<file path="config.mk">
export PLATFORM = sky130hd
export DESIGN_NAME = tri_protocol_serial_master
export DESIGN_NICKNAME = d
export VERILOG_FILES = /design/src/rtl/serial_master_pkg.sv /design/src/rtl/sync_glitch_filter.sv /design/src/rtl/tri_protocol_serial_master.sv
export VERILOG_INCLUDE_DIRS = /design/src /design/src/rtl
export SDC_FILE = /design/constraint.sdc
export NUM_CORES = 1
export LEC_CHECK = 0
export BUFFER_PORTS_ARGS = -buffer_cell sky130_fd_sc_hd__buf_2
export CORE_UTILIZATION = 35
export CTS_CLUSTER_SIZE = 25
export DETAILED_ROUTE_END_ITERATION = 8
export PLACE_DENSITY = 0.66
export SYNTH_ARGS = -nofsm -noshare
export SYNTH_HDL_FRONTEND = slang
export SYNTH_SLANG_ARGS = --single-unit
</file>
<file path="constraint.sdc">
create_clock -name CLK -period 2.5 [get_ports CLK]
set_input_delay 0.5 -clock CLK [delete_from_list [all_inputs] [get_ports CLK]]
set_output_delay 0.5 -clock CLK [all_outputs]
set_load 0.01 [all_outputs]
</file>
<file path="src/rtl/serial_master_defs.svh">
// constants for the three-protocol serial master: offsets, fields, resets, timing
`ifndef SERIAL_MASTER_DEFS_SVH
`define SERIAL_MASTER_DEFS_SVH

// register indices; byte address is four times the index
`define IDX_MODE_CONTROL   8'hEB
`define IDX_XFER_STATUS    8'hEC
`define IDX_SHIFT_DATA     8'hCC

// mode/control fields
`define MC_START_BIT       3
`define MC_STOP_BIT        2
`define MC_MODE_HI         1
`define MC_MODE_LO         0

// transfer control/status fields
`define ST_DIR_BIT         3
`define ST_VERIFY_BIT      2
`define ST_NOACK_BIT       1
`define ST_BUSY_BIT        0

// reset values
`define MODE_RST           2'h0
`define BYTE_RST           8'h00
`define WORD_RST           32'h0000_0000
`define CNT_RST            12'h000
`define BIT_RST            4'h0
`define PH_RST             2'h0

// bit positions within a byte transfer
`define LAST_DATA_BIT      4'h7
`define ACK_BIT            4'h8
`define DATA_MSB           7

// timing: system clock 40 MHz, bus clock 62.5 kHz
`define CLK_PERIOD_NS      25
`define SCL_PERIOD_NS      16000
`define SCL_HALF_CYCLES    (`SCL_PERIOD_NS / (2 * `CLK_PERIOD_NS))
`define FILTER_LEN         3

`endif

</file>
<file path="src/rtl/serial_master_pkg.sv">
// types shared by the serial master files
`default_nettype none
package serial_master_pkg;

  typedef enum logic [1:0] {
    MODE_OFF        = 2'h0,
    MODE_SHIFT      = 2'h1,
    MODE_TWO_WIRE   = 2'h2,
    MODE_THREE_WIRE = 2'h3
  } mode_type;

  typedef enum logic [4:0] {
    S_IDLE  = 5'h01,
    S_START = 5'h02,
    S_LOW   = 5'h04,
    S_HIGH  = 5'h08,
    S_STOP  = 5'h10
  } state_type;

  typedef struct packed {
    logic scl;
    logic sda;
    logic serial_frame_enable_pin;
  } line_type;

endpackage
`default_nettype wire

</file>
<file path="src/rtl/sync_glitch_filter.sv">
// two-stage synchroniser followed by a majority-free run-length glitch filter
`default_nettype none
module sync_glitch_filter #(
  parameter int unsigned LEN = 3
) (
  input  wire logic CLK,
  input  wire logic SYS_RST,
  input  wire logic din,
  output var  logic dout
);

  logic           meta_r;
  logic           sync_r;
  logic [LEN-1:0] hist_r;
  logic [LEN-1:0] hist_nxt;
  logic           dout_nxt;

  // output only moves once LEN samples agree; idle bus level is high
  always_comb begin
    hist_nxt = {hist_r[LEN-2:0], sync_r};
    dout_nxt = dout;
    if (&hist_r) begin
      dout_nxt = 1'b1;
    end else if (~|hist_r) begin
      dout_nxt = 1'b0;
    end
  end

  always_ff @(posedge CLK) begin
    if (SYS_RST) begin
      meta_r <= 1'b1;
      sync_r <= 1'b1;
      hist_r <= '1;
      dout   <= 1'b1;
    end else begin
      meta_r <= din;
      sync_r <= meta_r;
      hist_r <= hist_nxt;
      dout   <= dout_nxt;
    end
  end

endmodule
`default_nettype wire

</file>
<file path="src/rtl/tri_protocol_serial_master.sv">
// byte-oriented serial master for two-wire, three-wire and shift-register buses
//
// How it works
// - Shift data register cannot be read or written while busy.
// - Mode bits: 00 off, 01 shift register, 10 two-wire, 11 three-wire.
// - Start condition only when start enable and acknowledged protocol both set.
// - Stop condition after the byte when stop enable and acknowledged protocol set.
// - Reset clears mode/control, busy and mode bits; interface starts disabled.
// - Direction bit: one transmits the register, zero receives into it.
// - Verify set at byte start when transmitting in an acknowledged mode, cleared on line mismatch during eight data bits.
// - Verify meaningless otherwise; writing its position sets the vsync interrupt enable.
// - No-ack flag set on missing acknowledge, cleared when busy is next set.
// - Writing one to busy starts one byte unless mode is off; hardware clears busy at the end.
// - One shift register is transmit buffer, receive buffer and data register.
// - Each serial output is ANDed with its software port output.
// - Enable pin driven only in three-wire mode, else left to general I/O.
// - Incoming clock and data lines are glitch filtered.
// - Receiving the last byte (stop enabled), no acknowledge is driven.
// - Bus clock runs at 62.5 kHz in every mode; a slave can stretch it in acknowledged modes.
// - Ninth clock per byte: transmitter releases data, acknowledging receiver pulls low.
// - Three-wire start is enable falling, stop enable rising, with clock high.
// - Shift-register mode: no start, stop or acknowledge, no clock stretching.
`default_nettype none
`include "serial_master_defs.svh"
module tri_protocol_serial_master
  import serial_master_pkg::*;
#(
  parameter int unsigned HALF_CYCLES = `SCL_HALF_CYCLES,
  parameter int unsigned FILTER_LEN  = `FILTER_LEN
) (
  input  wire logic        CLK,
  input  wire logic        SYS_RST,
  input  wire logic [9:0]  ADDRESS,
  input  wire logic        READ,
  input  wire logic        WRITE,
  input  wire logic [31:0] WRITEDATA,
  input  wire logic [3:0]  BYTEENABLE,
  output var  logic [31:0] READDATA,
  output var  logic        WAITREQUEST,
  input  wire logic        SCL_IN,
  input  wire logic        SDA_IN,
  input  wire logic        PORT_SCL,
  input  wire logic        PORT_SDA,
  input  wire logic        PORT_SEN,
  output var  logic        SCL_OUT,
  output var  logic        SCL_OE,
  output var  logic        SDA_OUT,
  output var  logic        SDA_OE,
  output var  logic        SEN_OUT,
  output var  logic        SEN_OE,
  output var  logic        VSYNC_IRQ_EN
);

  localparam logic [11:0] HALF_LAST = 12'(HALF_CYCLES - 1);

  // ----------------------------------------------------------------
  // input filtering
  // ----------------------------------------------------------------
  logic scl_f;
  logic sda_f;

  sync_glitch_filter #(.LEN(FILTER_LEN)) scl_filter (
    .CLK     (CLK),
    .SYS_RST (SYS_RST),
    .din     (SCL_IN),
    .dout    (scl_f)
  );

  sync_glitch_filter #(.LEN(FILTER_LEN)) sda_filter (
    .CLK     (CLK),
    .SYS_RST (SYS_RST),
    .din     (SDA_IN),
    .dout    (sda_f)
  );

  // ----------------------------------------------------------------
  // register bus
  // ----------------------------------------------------------------
  logic        wait_r;
  logic        wait_nxt;
  logic [31:0] rdata_r;
  logic [31:0] rdata_nxt;
  mode_type    mode_r;
  mode_type    mode_nxt;
  logic        start_en_r;
  logic        start_en_nxt;
  logic        stop_en_r;
  logic        stop_en_nxt;
  logic        tx_r;
  logic        tx_nxt;
  logic        vsync_en_r;
  logic        vsync_en_nxt;

  state_type   state_r;
  logic        busy_r;
  logic        verify_r;
  logic        noack_r;
  logic [7:0]  shift_r;

  logic [7:0]  addr_idx;
  logic        capture;
  logic        wr_do;
  logic        wr_mode_do;
  logic        wr_status_do;
  logic        wr_data_do;
  logic        start_go;
  logic        ack_mode;
  logic        three_wire;

  assign addr_idx     = ADDRESS[9:2];
  assign capture      = (READ || WRITE) && wait_r;
  // a write lands on the edge where waitrequest is seen low
  assign wr_do        = WRITE && !wait_r && BYTEENABLE[0];
  assign wr_mode_do   = wr_do && (addr_idx == `IDX_MODE_CONTROL);
  assign wr_status_do = wr_do && (addr_idx == `IDX_XFER_STATUS);
  assign wr_data_do   = wr_do && (addr_idx == `IDX_SHIFT_DATA) && !busy_r;
  // zero in the busy position is ignored, so no abort path exists
  assign start_go     = wr_status_do && WRITEDATA[`ST_BUSY_BIT] && !busy_r
                        && (mode_r != MODE_OFF);
  assign ack_mode     = (mode_r == MODE_TWO_WIRE) || (mode_r == MODE_THREE_WIRE);
  assign three_wire   = (mode_r == MODE_THREE_WIRE);

  always_comb begin
    wait_nxt     = !capture;
    rdata_nxt    = rdata_r;
    mode_nxt     = mode_r;
    start_en_nxt = start_en_r;
    stop_en_nxt  = stop_en_r;
    tx_nxt       = tx_r;
    vsync_en_nxt = vsync_en_r;
    if (capture) begin
      rdata_nxt = `WORD_RST;
      if (READ && (addr_idx == `IDX_XFER_STATUS)) begin
        rdata_nxt[`ST_VERIFY_BIT] = verify_r;
        rdata_nxt[`ST_NOACK_BIT]  = noack_r;
        rdata_nxt[`ST_BUSY_BIT]   = busy_r;
      end else if (READ && (addr_idx == `IDX_SHIFT_DATA) && !busy_r) begin
        rdata_nxt[7:0] = shift_r;
      end
    end
    if (wr_mode_do) begin
      mode_nxt     = mode_type'(WRITEDATA[`MC_MODE_HI:`MC_MODE_LO]);
      start_en_nxt = WRITEDATA[`MC_START_BIT];
      stop_en_nxt  = WRITEDATA[`MC_STOP_BIT];
    end
    if (wr_status_do) begin
      vsync_en_nxt = WRITEDATA[`ST_VERIFY_BIT];
      if (!busy_r) begin
        tx_nxt = WRITEDATA[`ST_DIR_BIT];
      end
    end
  end

  always_ff @(posedge CLK) begin
    if (SYS_RST) begin
      wait_r     <= 1'b1;
      rdata_r    <= `WORD_RST;
      mode_r     <= MODE_OFF;
      start_en_r <= 1'b0;
      stop_en_r  <= 1'b0;
      tx_r       <= 1'b0;
      vsync_en_r <= 1'b0;
    end else begin
      wait_r     <= wait_nxt;
      rdata_r    <= rdata_nxt;
      mode_r     <= mode_nxt;
      start_en_r <= start_en_nxt;
      stop_en_r  <= stop_en_nxt;
      tx_r       <= tx_nxt;
      vsync_en_r <= vsync_en_nxt;
    end
  end

  // ----------------------------------------------------------------
  // byte engine
  // ----------------------------------------------------------------
  state_type   state_nxt;
  logic [1:0]  ph_r;
  logic [1:0]  ph_nxt;
  logic [11:0] cnt_r;
  logic [11:0] cnt_nxt;
  logic [3:0]  bit_r;
  logic [3:0]  bit_nxt;
  logic [7:0]  shift_nxt;
  line_type    hw_r;
  line_type    hw_nxt;
  logic        busy_nxt;
  logic        verify_nxt;
  logic        noack_nxt;
  logic        in_high;
  logic        cnt_run;
  logic        cnt_done;
  logic        dir_now;
  logic [3:0]  last_bit;

  assign in_high  = (state_r == S_HIGH) || ((state_r != S_LOW) && (ph_r == 2'h1));
  // high halves stall while a slave stretches the clock
  assign cnt_run  = !(in_high && ack_mode && !scl_f);
  assign cnt_done = cnt_run && (cnt_r == HALF_LAST);
  assign dir_now  = WRITEDATA[`ST_DIR_BIT];
  assign last_bit = ack_mode ? `ACK_BIT : `LAST_DATA_BIT;

  always_comb begin
    state_nxt  = state_r;
    ph_nxt     = ph_r;
    cnt_nxt    = cnt_r;
    bit_nxt    = bit_r;
    shift_nxt  = shift_r;
    hw_nxt     = hw_r;
    busy_nxt   = busy_r;
    verify_nxt = verify_r;
    noack_nxt  = noack_r;
    if (cnt_run) begin
      cnt_nxt = (cnt_r == HALF_LAST) ? `CNT_RST : cnt_r + 12'h001;
    end
    case (state_r)
      S_IDLE: begin
        cnt_nxt = `CNT_RST;
        if (wr_data_do) begin
          shift_nxt = WRITEDATA[7:0];
        end
        if (start_go) begin
          busy_nxt  = 1'b1;
          noack_nxt = 1'b0;
          bit_nxt   = `BIT_RST;
          ph_nxt    = `PH_RST;
          if (ack_mode && dir_now) begin
            verify_nxt = 1'b1;
          end
          if (ack_mode && start_en_r) begin
            state_nxt = S_START;
          end else begin
            state_nxt  = S_LOW;
            hw_nxt.scl = 1'b0;
            hw_nxt.sda = dir_now ? shift_r[`DATA_MSB] : 1'b1;
          end
        end
      end
      S_START: begin
        case (ph_r)
          2'h0: begin
            hw_nxt.sda = 1'b1;
            hw_nxt.serial_frame_enable_pin = 1'b1;
            if (cnt_done) begin
              ph_nxt     = 2'h1;
              hw_nxt.scl = 1'b1;
            end
          end
          2'h1: begin
            if (cnt_done) begin
              ph_nxt = 2'h2;
              if (three_wire) begin
                hw_nxt.serial_frame_enable_pin = 1'b0;
              end else begin
                hw_nxt.sda = 1'b0;
              end
            end
          end
          default: begin
            if (cnt_done) begin
              state_nxt  = S_LOW;
              hw_nxt.scl = 1'b0;
              hw_nxt.serial_frame_enable_pin = 1'b1;
              hw_nxt.sda = tx_r ? shift_r[`DATA_MSB] : 1'b1;
            end
          end
        endcase
      end
      S_LOW: begin
        if (cnt_done) begin
          state_nxt  = S_HIGH;
          hw_nxt.scl = 1'b1;
        end
      end
      S_HIGH: begin
        if (tx_r && ack_mode && (bit_r <= `LAST_DATA_BIT) && scl_f && (sda_f != hw_r.sda)) begin
          verify_nxt = 1'b0;
        end
        if (cnt_done) begin
          if (bit_r == `ACK_BIT) begin
            if (tx_r) begin
              noack_nxt = sda_f;
            end
          end else begin
            shift_nxt = {shift_r[6:0], sda_f};
          end
          if (bit_r == last_bit) begin
            if (ack_mode && stop_en_r) begin
              state_nxt  = S_STOP;
              ph_nxt     = `PH_RST;
              hw_nxt.scl = 1'b0;
              hw_nxt.sda = three_wire;
              hw_nxt.serial_frame_enable_pin = !three_wire;
            end else begin
              state_nxt  = S_IDLE;
              busy_nxt   = 1'b0;
              hw_nxt.sda = 1'b1;
              // acknowledged modes keep the clock low between bytes
              hw_nxt.scl = !ack_mode;
            end
          end else begin
            bit_nxt    = bit_r + 4'h1;
            state_nxt  = S_LOW;
            hw_nxt.scl = 1'b0;
            if (bit_r == `LAST_DATA_BIT) begin
              hw_nxt.sda = tx_r || stop_en_r;
            end else begin
              hw_nxt.sda = tx_r ? shift_nxt[`DATA_MSB] : 1'b1;
            end
          end
        end
      end
      S_STOP: begin
        case (ph_r)
          2'h0: begin
            if (cnt_done) begin
              ph_nxt     = 2'h1;
              hw_nxt.scl = 1'b1;
            end
          end
          2'h1: begin
            if (cnt_done) begin
              ph_nxt     = 2'h2;
              hw_nxt.sda = 1'b1;
              hw_nxt.serial_frame_enable_pin = 1'b1;
            end
          end
          default: begin
            if (cnt_done) begin
              state_nxt = S_IDLE;
              busy_nxt  = 1'b0;
            end
          end
        endcase
      end
      default: begin
        state_nxt = S_IDLE;
        busy_nxt  = 1'b0;
      end
    endcase
  end

  always_ff @(posedge CLK) begin
    if (SYS_RST) begin
      state_r  <= S_IDLE;
      ph_r     <= `PH_RST;
      cnt_r    <= `CNT_RST;
      bit_r    <= `BIT_RST;
      shift_r  <= `BYTE_RST;
      hw_r     <= '1;
      busy_r   <= 1'b0;
      verify_r <= 1'b0;
      noack_r  <= 1'b0;
    end else begin
      state_r  <= state_nxt;
      ph_r     <= ph_nxt;
      cnt_r    <= cnt_nxt;
      bit_r    <= bit_nxt;
      shift_r  <= shift_nxt;
      hw_r     <= hw_nxt;
      busy_r   <= busy_nxt;
      verify_r <= verify_nxt;
      noack_r  <= noack_nxt;
    end
  end

  // ----------------------------------------------------------------
  // pins
  // ----------------------------------------------------------------
  logic     zero_r;
  line_type oe_nxt;
  line_type oe_r;

  // open drain: a pin is pulled only when the ANDed level is low
  always_comb begin
    oe_nxt.scl = !(hw_nxt.scl && PORT_SCL);
    oe_nxt.sda = !(hw_nxt.sda && PORT_SDA);
    oe_nxt.serial_frame_enable_pin = !((mode_nxt != MODE_THREE_WIRE || hw_nxt.serial_frame_enable_pin) && PORT_SEN);
  end

  always_ff @(posedge CLK) begin
    if (SYS_RST) begin
      zero_r <= 1'b0;
      oe_r   <= '0;
    end else begin
      zero_r <= 1'b0;
      oe_r   <= oe_nxt;
    end
  end

  assign READDATA     = rdata_r;
  assign WAITREQUEST  = wait_r;
  assign SCL_OUT      = zero_r;
  assign SDA_OUT      = zero_r;
  assign SEN_OUT      = zero_r;
  assign SCL_OE       = oe_r.scl;
  assign SDA_OE       = oe_r.sda;
  assign SEN_OE       = oe_r.serial_frame_enable_pin;
  assign VSYNC_IRQ_EN = vsync_en_r;
endmodule
`default_nettype wire

</file>
==> results by group, run 1 <==
Synthesis
  – Synthesis Warnings: 0
  – Synth Register Bits: 67
  – Post-synthesis instance area: between 3000 and 4000 µm²
  – Avg Inst Size Synth: approximately 8.2 µm²
  – Ys flop type: dfxtp_1
  – Syn Inst Count: 432
  – Post-synth EDFFs: 0
  – Library cells used by synthesis: between 60 and 70
  – Register area share after synthesis: 37.7%
  – Asr flop ratio synth: 0%

Power and ir drop
  – Clk network pwr share: 38.3%
  – Peak VDD IR: 0.319 mV
  – Psw: 0.000821 W
  – Logic pwr share: 19.8%
  – Sw Share: 28.9%
  – Pwr Density: 682 nW/µm²
  – Power consumption: 0.00284 W
  – Pleak: 1.65 nW
  – Internal Power: 0.00202 W
  – Sequential Power Share: a little over two fifths

Routing
  – Vias per cell: 5.15
  – Vias: ~3200
  – Drt drc: 0
  – Drt first pass iters: 4
  – Antenna-violating nets left: 0
  – Drt wl/cell: 13.6 µm
  – DRT iter0 DRCs: 173
  – Final wirelength: 8510 µm

Place
  – Inst Count DP: between 600 and 700
  – Final RePlAce weighted congestion: 0.869
  – I/O Buffers: 38
  – DP Worst Slack: -0.0493 ns
  – DP Wirelength: approximately 6200 µm

Layout
  – Non-filler cells, final: 624
  – Most frequent cells in the layout: dfxtp_1 (67), nor2_1 (66), buf_2 (38), nand2_1 (36)
  – Layout cells sized above 1: 21.8%
  – Area added between synthesis and finish: 17.0%
  – # diodes: 0
  – Final #Nets: 545
  – Most common cell after layout, fill and taps aside: dfxtp_1

Timing
  – Worst slew pin tran: ~0.6 ns
  – Max Clk Rate: 0.414 GHz
  – Fin Clk Skew: 0.00781 ns
  – Endpoints failing hold: 0
  – Normalized max-slew margin: 60.2%
  – Post-route clock period utilization: 96.5%
  – Setup tns final: 0 ns
  – Post-route setup slack: 0.0873 ns
  – RSZ-0062 raised after global routing: false
  – Final max-slew violation count: 0
  – Finish-stage setup viols: 0
  – Final min period: 2.41 ns

Clocking
  – CTS buffer count: 9
  – Clock latency on the worst-skew pair: 0.35 ns
  – Root Buffer: clkbuf_8
  – Sink Count: 67
  – TritonCTS clock tree: yes
  – CTS clk-pin slew, worst paths: 0.07 ns
  – H-Tree Depth: 3
  – CTS Hold Bufs: 0
  – Clock Path Buffers: 2

Worst setup path
  – CP delay by family, top: simple AND/OR/NAND/NOR gates
  – CP cell instances: ha_1 > and2_1 > nand4_1 > a211oi_4 > nor2_1 > o31ai_1 > nand3_1 > or3_1
  – Sum of buffers and inverters on the critical path: 0
  – Highest fanout seen on the critical path: 7
  – WP data required: 2.73 ns
  – CP Data Arrival Time: around 2.6 ns
  – Slowest-stage cell, CP: a211oi_4
  – Reg2reg setup slack: 0.09 ns
  – Crit path largest cell delay: about 0.42 ns
  – Startpoint Class: flip-flop
  – Critical path class: reg -> reg
  – CP endpoint kind: flip-flop

Run status
  – Run status: completed

Global route
  – Largest net degree at the start of global routing: 34
  – Gr ovfl total: 0
  – Gr usage total: approximately 17%
  – Initial antenna violation count: 0
  – Vias in the first global route: approximately 3000
  – First-pass GRT wire length: approximately 14000 µm

Floorplan
  – DIE HEIGHT: 103 µm
  – Core Region: 9820 µm²
  – Die W: 103 µm
  – Rows: 36
  – Initial Util: 36.3%
  – IO Count: 95
  – Total Die Area: between 10000 and 15000 µm²

Min path
  – HP Class: in -> reg

Run
  – Max_cap viols: 0
power by group through the flow:
stage / combinational, W / clock [W] / sequential (W)
after global routing: 0.000625 / 0.00116 / 0.00120
after global placement: 0.000549 / 0 / 0.00121
after CTS: 0.000561 / 0.00112 / 0.00119
final: 0.000562 / 0.00109 / 0.00119
after floorplan: 0.000441 / 0 / 0.00118
after detailed placement: 0.000557 / 0 / 0.00122
stage by stage:
| stage | cell area, µm² | hold WS, ns | util [%] |
|---|---|---|---|
| 2_1_floorplan | 3660 | 0.389 | - |
| 3_3_place_gp | 3890 | 0.392 | 39.6 |
| 3_5_place_dp | 3890 | 0.395 | 39.6 |
| 4_1_cts | 4140 | 0.309 | 42.1 |
| 5_1_grt | 4160 | 0.322 | 42.4 |
| 6_report | 4160 | 0.328 | 42.4 |
cells by family after synthesis:
kind of cell	synth area share (%)
xor+xnor	3.94
compound gates	18.3
mux	2.60
buf+inv	9.63
fa+ha+maj	1.05
simple gates	26.6
other cells	0.105
flops	37.7
flip-flops by register name, indices dropped and copies added (netlist names), 2 cells and up:
signal / count
state_r: 5
mode_r: 2
sda_filter.hist_r: 3
READDATA: 8
cnt_r: 12
shift_r: 8
hw_r: 3
scl_filter.hist_r: 3
ph_r: 2
bit_r: 4
cell type report:
cell class,instances,area [µm²]
fill,1034,5660
multi-input combinational,333,1980
sequential,67,1340
timing repair buffer,65,393
tap,133,166
clock buffer,9,124
clock inverter,6,114
inverter,11,41.3
routing by layer:
metal / vias to the layer above / GRT usage, % / part of all wire [%]
met5: - / 0 / 0
met4: 0 / 7.58 / 1.8
met3: 15 / 3.80 / 6.2
met2: 94 / 27.9 / 46
met1: 1522 / 22.0 / 46
li1: 1583 / - / -
repair_timing:
| item | CTS | global route |
|---|---|---|
| buffers inserted | 0 | 3 |
| setup endpoints to repair | 1 | 14 |
| pin swaps | 0 | 2 |
| gates resized for setup | 1 | 2 |
synth_stat cells, types with 4 or more instances:
master     n  share of area [%]
xnor2_1    6                1.5
o21a_1     4               0.84
buf_2      4               0.56
dfxtp_1   67                 38
nand4_1    4               0.70
mux2i_1    7                2.0
a21oi_1   25                3.5
nand3_1   19                2.7
a31oi_1    7                1.2
a22oi_1    9                1.9
or3_1      6                1.1
nand3b_1   5                1.1
buf_4     30                6.3
inv_1     11                1.2
a311oi_1   7                1.7
nor2_1    66                7.0
xor2_1    10                2.5
nor3_1     8                1.1
and3_1     5               0.88
o21ai_0    4               0.56
clkbuf_1  11                1.2
nand2_1   36                3.8
or2_2     13                2.3
final timing paths:
kind                           startpoint                      endpoint  cells after the start
max                 cnt_r[0]$_SDFFE_PP0N_            hw_r[1]$_SDFF_PP1_                      8
min                              PORT_SCL             SCL_OE$_SDFF_PP0_                      2
max reg2reg         cnt_r[0]$_SDFFE_PP0N_            hw_r[1]$_SDFF_PP1_                      8
min reg2reg  sda_filter.meta_r$_SDFF_PP1_  sda_filter.sync_r$_SDFF_PP1_                      1
worst reg2reg max path: stages (launching register included):
cell and delay (ns):
dfxtp_1 0.38, ha_1 0.19, and2_1 0.20, nand4_1 0.19, a211oi_4 0.42, nor2_1 0.13, o31ai_1 0.27, nand3_1 0.16
or3_1 0.36
No activity file was read; power rests on OpenSTA's default activity.
==> run 2: changes to the inputs <==
Settings changed: SYNTH_HIERARCHICAL from default to 1.
==> run 2 against run 1 <==
Effect of this change:
- critical path depth unchanged
- global-route usage decreased by 0.57 points
- non-clock buffer count decreased by 12
- register-to-register slack improved by 0.09 ns
- die area increased by 3.4%
- via count increased by 1.9%
- clock skew increased by 0.0042 ns
- hold slack got worse by 0.013 ns
- critical endpoint unchanged
==> results by group, run 2 <==
Run status
  – Run status: completed

Worst setup path
  – Cell count of the worst reg-to-reg path: 8 (unchanged)
  – Reg2Reg Capture Point: hw_r[1]$_SDFF_PP1_
  – Highest fanout seen on the critical path: 6 (-1)
  – CP endpoint kind: flip-flop
  – Critical path startpoint: bit_r[0]$_SDFFE_PP0P_
  – Worst R2R Start: bit_r[0]$_SDFFE_PP0P_
  – CP Capture Point: hw_r[1]$_SDFF_PP1_
  – Critical path class: reg -> reg
  – CP Data Arrival Time: 2.56 ns (-0.08 ns)
  – WP data required: 2.74 ns (about the same)
  – Reg2reg setup slack: 0.17 ns (+0.09 ns)
  – Startpoint Class: flip-flop

Synthesis
  – Library cells used by synthesis: 70 (+4.5%)
  – Avg Inst Size Synth: 8.37 µm² (+1.6%)
  – Post-synthesis instance area: 3680 µm² (+3.5%)
  – Top cell type's share of synthesized area: 36.4% (-1.3 points)
  – Synth Register Bits: 67 (unchanged)
  – Top post-synthesis cells by area: dfxtp_1 (36%), buf_4 (5.5%), nor2_1 (5.0%)
  – Asr flop ratio synth: 0% (unchanged)
  – Register area share after synthesis: 36.4% (-1.3 points)
  – Post-synth EDFFs: 0 (unchanged)
  – Synthesis Warnings: 6 (+6)
  – Top-count cell post-synth: dfxtp_1
  – Yosys top cell by area: dfxtp_1
  – Syn Inst Count: 440 (+1.9%)
  – Synth cell count leaders: dfxtp_1 (67), nor2_1 (49), nand2_1 (36), a21oi_1 (27), buf_4 (27)
  – Ys flop type: dfxtp_1

Routing
  – Final wirelength: 8640 µm (+1.5%)
  – Vias: 3275 (+1.9%)
  – Vias per cell: 5.26 (+2.1%)
  – Drt drc: 0 (unchanged)
  – Drt wl/cell: 13.9 µm (+1.6%)
  – Antenna-violating nets left: 0 (unchanged)
  – Drt first pass iters: 5 (+1)
  – DRT iter0 DRCs: 152 (-12%)

Clocking
  – Clock Path Buffers: 2 (unchanged)
  – TritonCTS clock tree: yes
  – Clock latency on the worst-skew pair: 0.35 ns (about the same)
  – CTS buffer count: 9 (unchanged)
  – H-Tree Depth: 3 (unchanged)
  – Sink Count: 67 (unchanged)
  – Root Buffer: clkbuf_8
  – CTS clk-pin slew, worst paths: 0.08 ns (about the same)

Global route
  – Initial antenna violation count: 0 (unchanged)
  – Largest net degree at the start of global routing: 25 (-26%)
  – First-pass GRT wire length: 14800 µm (+5.2%)
  – Vias in the first global route: 3132 (+4.6%)
  – Gr usage total: 16.6% (-0.57 points)
  – Gr ovfl total: 0 (unchanged)

Layout
  – # diodes: 0 (unchanged)
  – Most frequent cells in the layout: dfxtp_1 (67), nor2_1 (49), buf_2 (38), nand2_1 (36)
  – Final #Nets: 540 (-0.92%)
  – Most common cell after layout, fill and taps aside: dfxtp_1
  – Fin area: 4140 µm² (-0.60%)
  – Non-filler cells, final: 623 (-0.16%)
  – Core Util, Final: 40.3% (-2.1 points)
  – Multi-input logic area: 2090 µm² (+5.3%)
  – Fillers: 1058 (+2.3%)
  – Max FFs per register: 12 (unchanged)
  – Area added between synthesis and finish: 12.4%
  – FF+latch area: 1340 µm² (unchanged)
  – Biggest register: cnt_r
  – Layout cells sized above 1: 17.9% (-3.9 points)

Place
  – Final RePlAce weighted congestion: 0.913 (+5.0%)
  – Area of placed instances: 3930 µm² (+1.0%)
  – I/O Buffers: 38 (unchanged)
  – Inst Count DP: 607 (+0.17%)
  – DP Wirelength: 6310 µm (+1.1%)

Timing
  – Setup tns final: 0 ns (unchanged)
  – Final max-slew violation count: 0 (unchanged)
  – Normalized max-slew margin: 54.2% (-6.0 points)
  – Max Clk Rate: 0.430 GHz (+3.7%)
  – Final min period: 2.33 ns (-0.0854 ns)
  – Endpoints failing hold: 0 (unchanged)
  – RSZ-0062 raised after global routing: false
  – Worst slew pin tran: 0.682 ns (+0.0894 ns)
  – Fin Clk Skew: 0.0120 ns (+0.00420 ns)
  – Post-route clock period utilization: 93.1% (-3.4 points)
  – Finish-stage setup viols: 0 (unchanged)

Min path
  – HP Class: in -> reg
  – Hold path cells: 2 (unchanged)
  – Worst hold start: PORT_SCL

Floorplan
  – Rows: 37 (+2.8%)
  – IO Count: 95 (unchanged)
  – Die W: 105 µm (+1.7%)
  – Total Die Area: 10900 µm² (+3.4%)
  – DIE HEIGHT: 105 µm (+1.7%)
  – Initial Util: 35.8% (-0.41 points)
  – Core Region: 10300 µm² (+4.7%)

Power and ir drop
  – Sequential Power Share: 43.1% (+1.2 points)
  – Pleak: 1.61 nW (-2.7%)
  – Clk network pwr share: 32.4% (-5.9 points)
  – Peak VDD IR: 0.232 mV (-27%)
  – Psw: 0.000933 W (+14%)
  – Logic pwr share: 24.5% (+4.7 points)
  – Sw Share: 32.8% (+3.9 points)
  – Pwr Density: 687 nW/µm² (+0.67%)
  – Internal Power: 0.00191 W (-5.5%)

Run
  – Max_cap viols: 0 (unchanged)
run 2: changes by cell type in the layout (fill, tap and decap cells not counted), sizes merged, moves of 5 or more:
cell	previous run	this run
nor2	66	50
a21o	2	9
nor3	9	15
a21oi	25	30
a311oi	8	2
buf	65	53
o21ai	6	17
mux2i	7	13
nand2b	4	9
run 2: worst min-delay path by stage:
stage / to / slack, ns
after CTS: SCL_OE$_SDFF_PP0_ / 0.30
final: SCL_OE$_SDFF_PP0_ / 0.31
after detailed placement: scl_filter/hist_r[0]$_SDFF_PP1_ / 0.39
after global placement: scl_filter/hist_r[0]$_SDFF_PP1_ / 0.39
after floorplan: scl_filter/hist_r[0]$_SDFF_PP1_ / 0.38
after global routing: SCL_OE$_SDFF_PP0_ / 0.32
run 2: cell families (layout without fill, tap and decap cells):
logic type               after synthesis  after routing  synth area share (%)
AND/OR/NAND/NOR                      184            184                  27.4
AO/OA/AOI/OAI                        100            100                  18.2
flip-flops                            67             67                  36.4
buffers and inverters                 57             78                  9.68
XOR/XNOR                              14             14                  3.33
multiplexers                          14             14                  3.84
adder cells (fa/ha/maj)                3              3                  1.02
other                                  1             27                 0.102
run 2: layout make-up:
type                            instances  share of cell area [%]
Multi-Input combinational cell        342                    50.5
Sequential cell                        67                    32.4
Timing Repair Buffer                   53                    7.32
Tap cell                              136                    4.11
Clock buffer                           10                    3.33
Clock inverter                          6                    1.54
Inverter                                9                   0.816
run 2: metal layers:
layer	share of wire [%]	global-route usage [%]	vias up
li1	-	-	1596
met1	46	21.2	1559
met2	47	26.7	101
met3	5.5	3.74	19
met4	1.8	7.75	0
met5	0	0	-
run 2: critical path: stages (launching register included):
cell,delay [ns]
dfxtp_1,0.41
inv_1,0.10
ha_1,0.20
nand3b_1,0.27
mux2_2,0.40
nor3_1,0.23
o31a_1,0.18
o211ai_1,0.12
a211o_1,0.31
run 2: timing repair:
item / in CTS / in global routing
resized for setup: 0 / 1
setup buffers: 0 / 0
setup endpoints to repair: 0 / 7
hold buffers: 0 / 0
run 2: through the flow:
step	total power, W	hold slack, ns	setup WS [ns]
finish	0.00284	0.315	0.173
global route	0.00299	0.321	0.0448
CTS	0.00286	0.300	0.0190
detailed placement	0.00193	0.395	0.0479
global placement	0.00192	0.392	0.0797
floorplan	0.00177	0.383	0.397
run 2: power groups by stage:
stage	Clock (W)	Combinational, W	Sequential, W
2_1_floorplan	0	0.000562	0.00121
3_3_place_gp	0	0.000679	0.00124
3_5_place_dp	0	0.000684	0.00124
4_1_cts	0.000950	0.000692	0.00122
5_1_grt	0.00100	0.000753	0.00123
6_report	0.000921	0.000697	0.00122
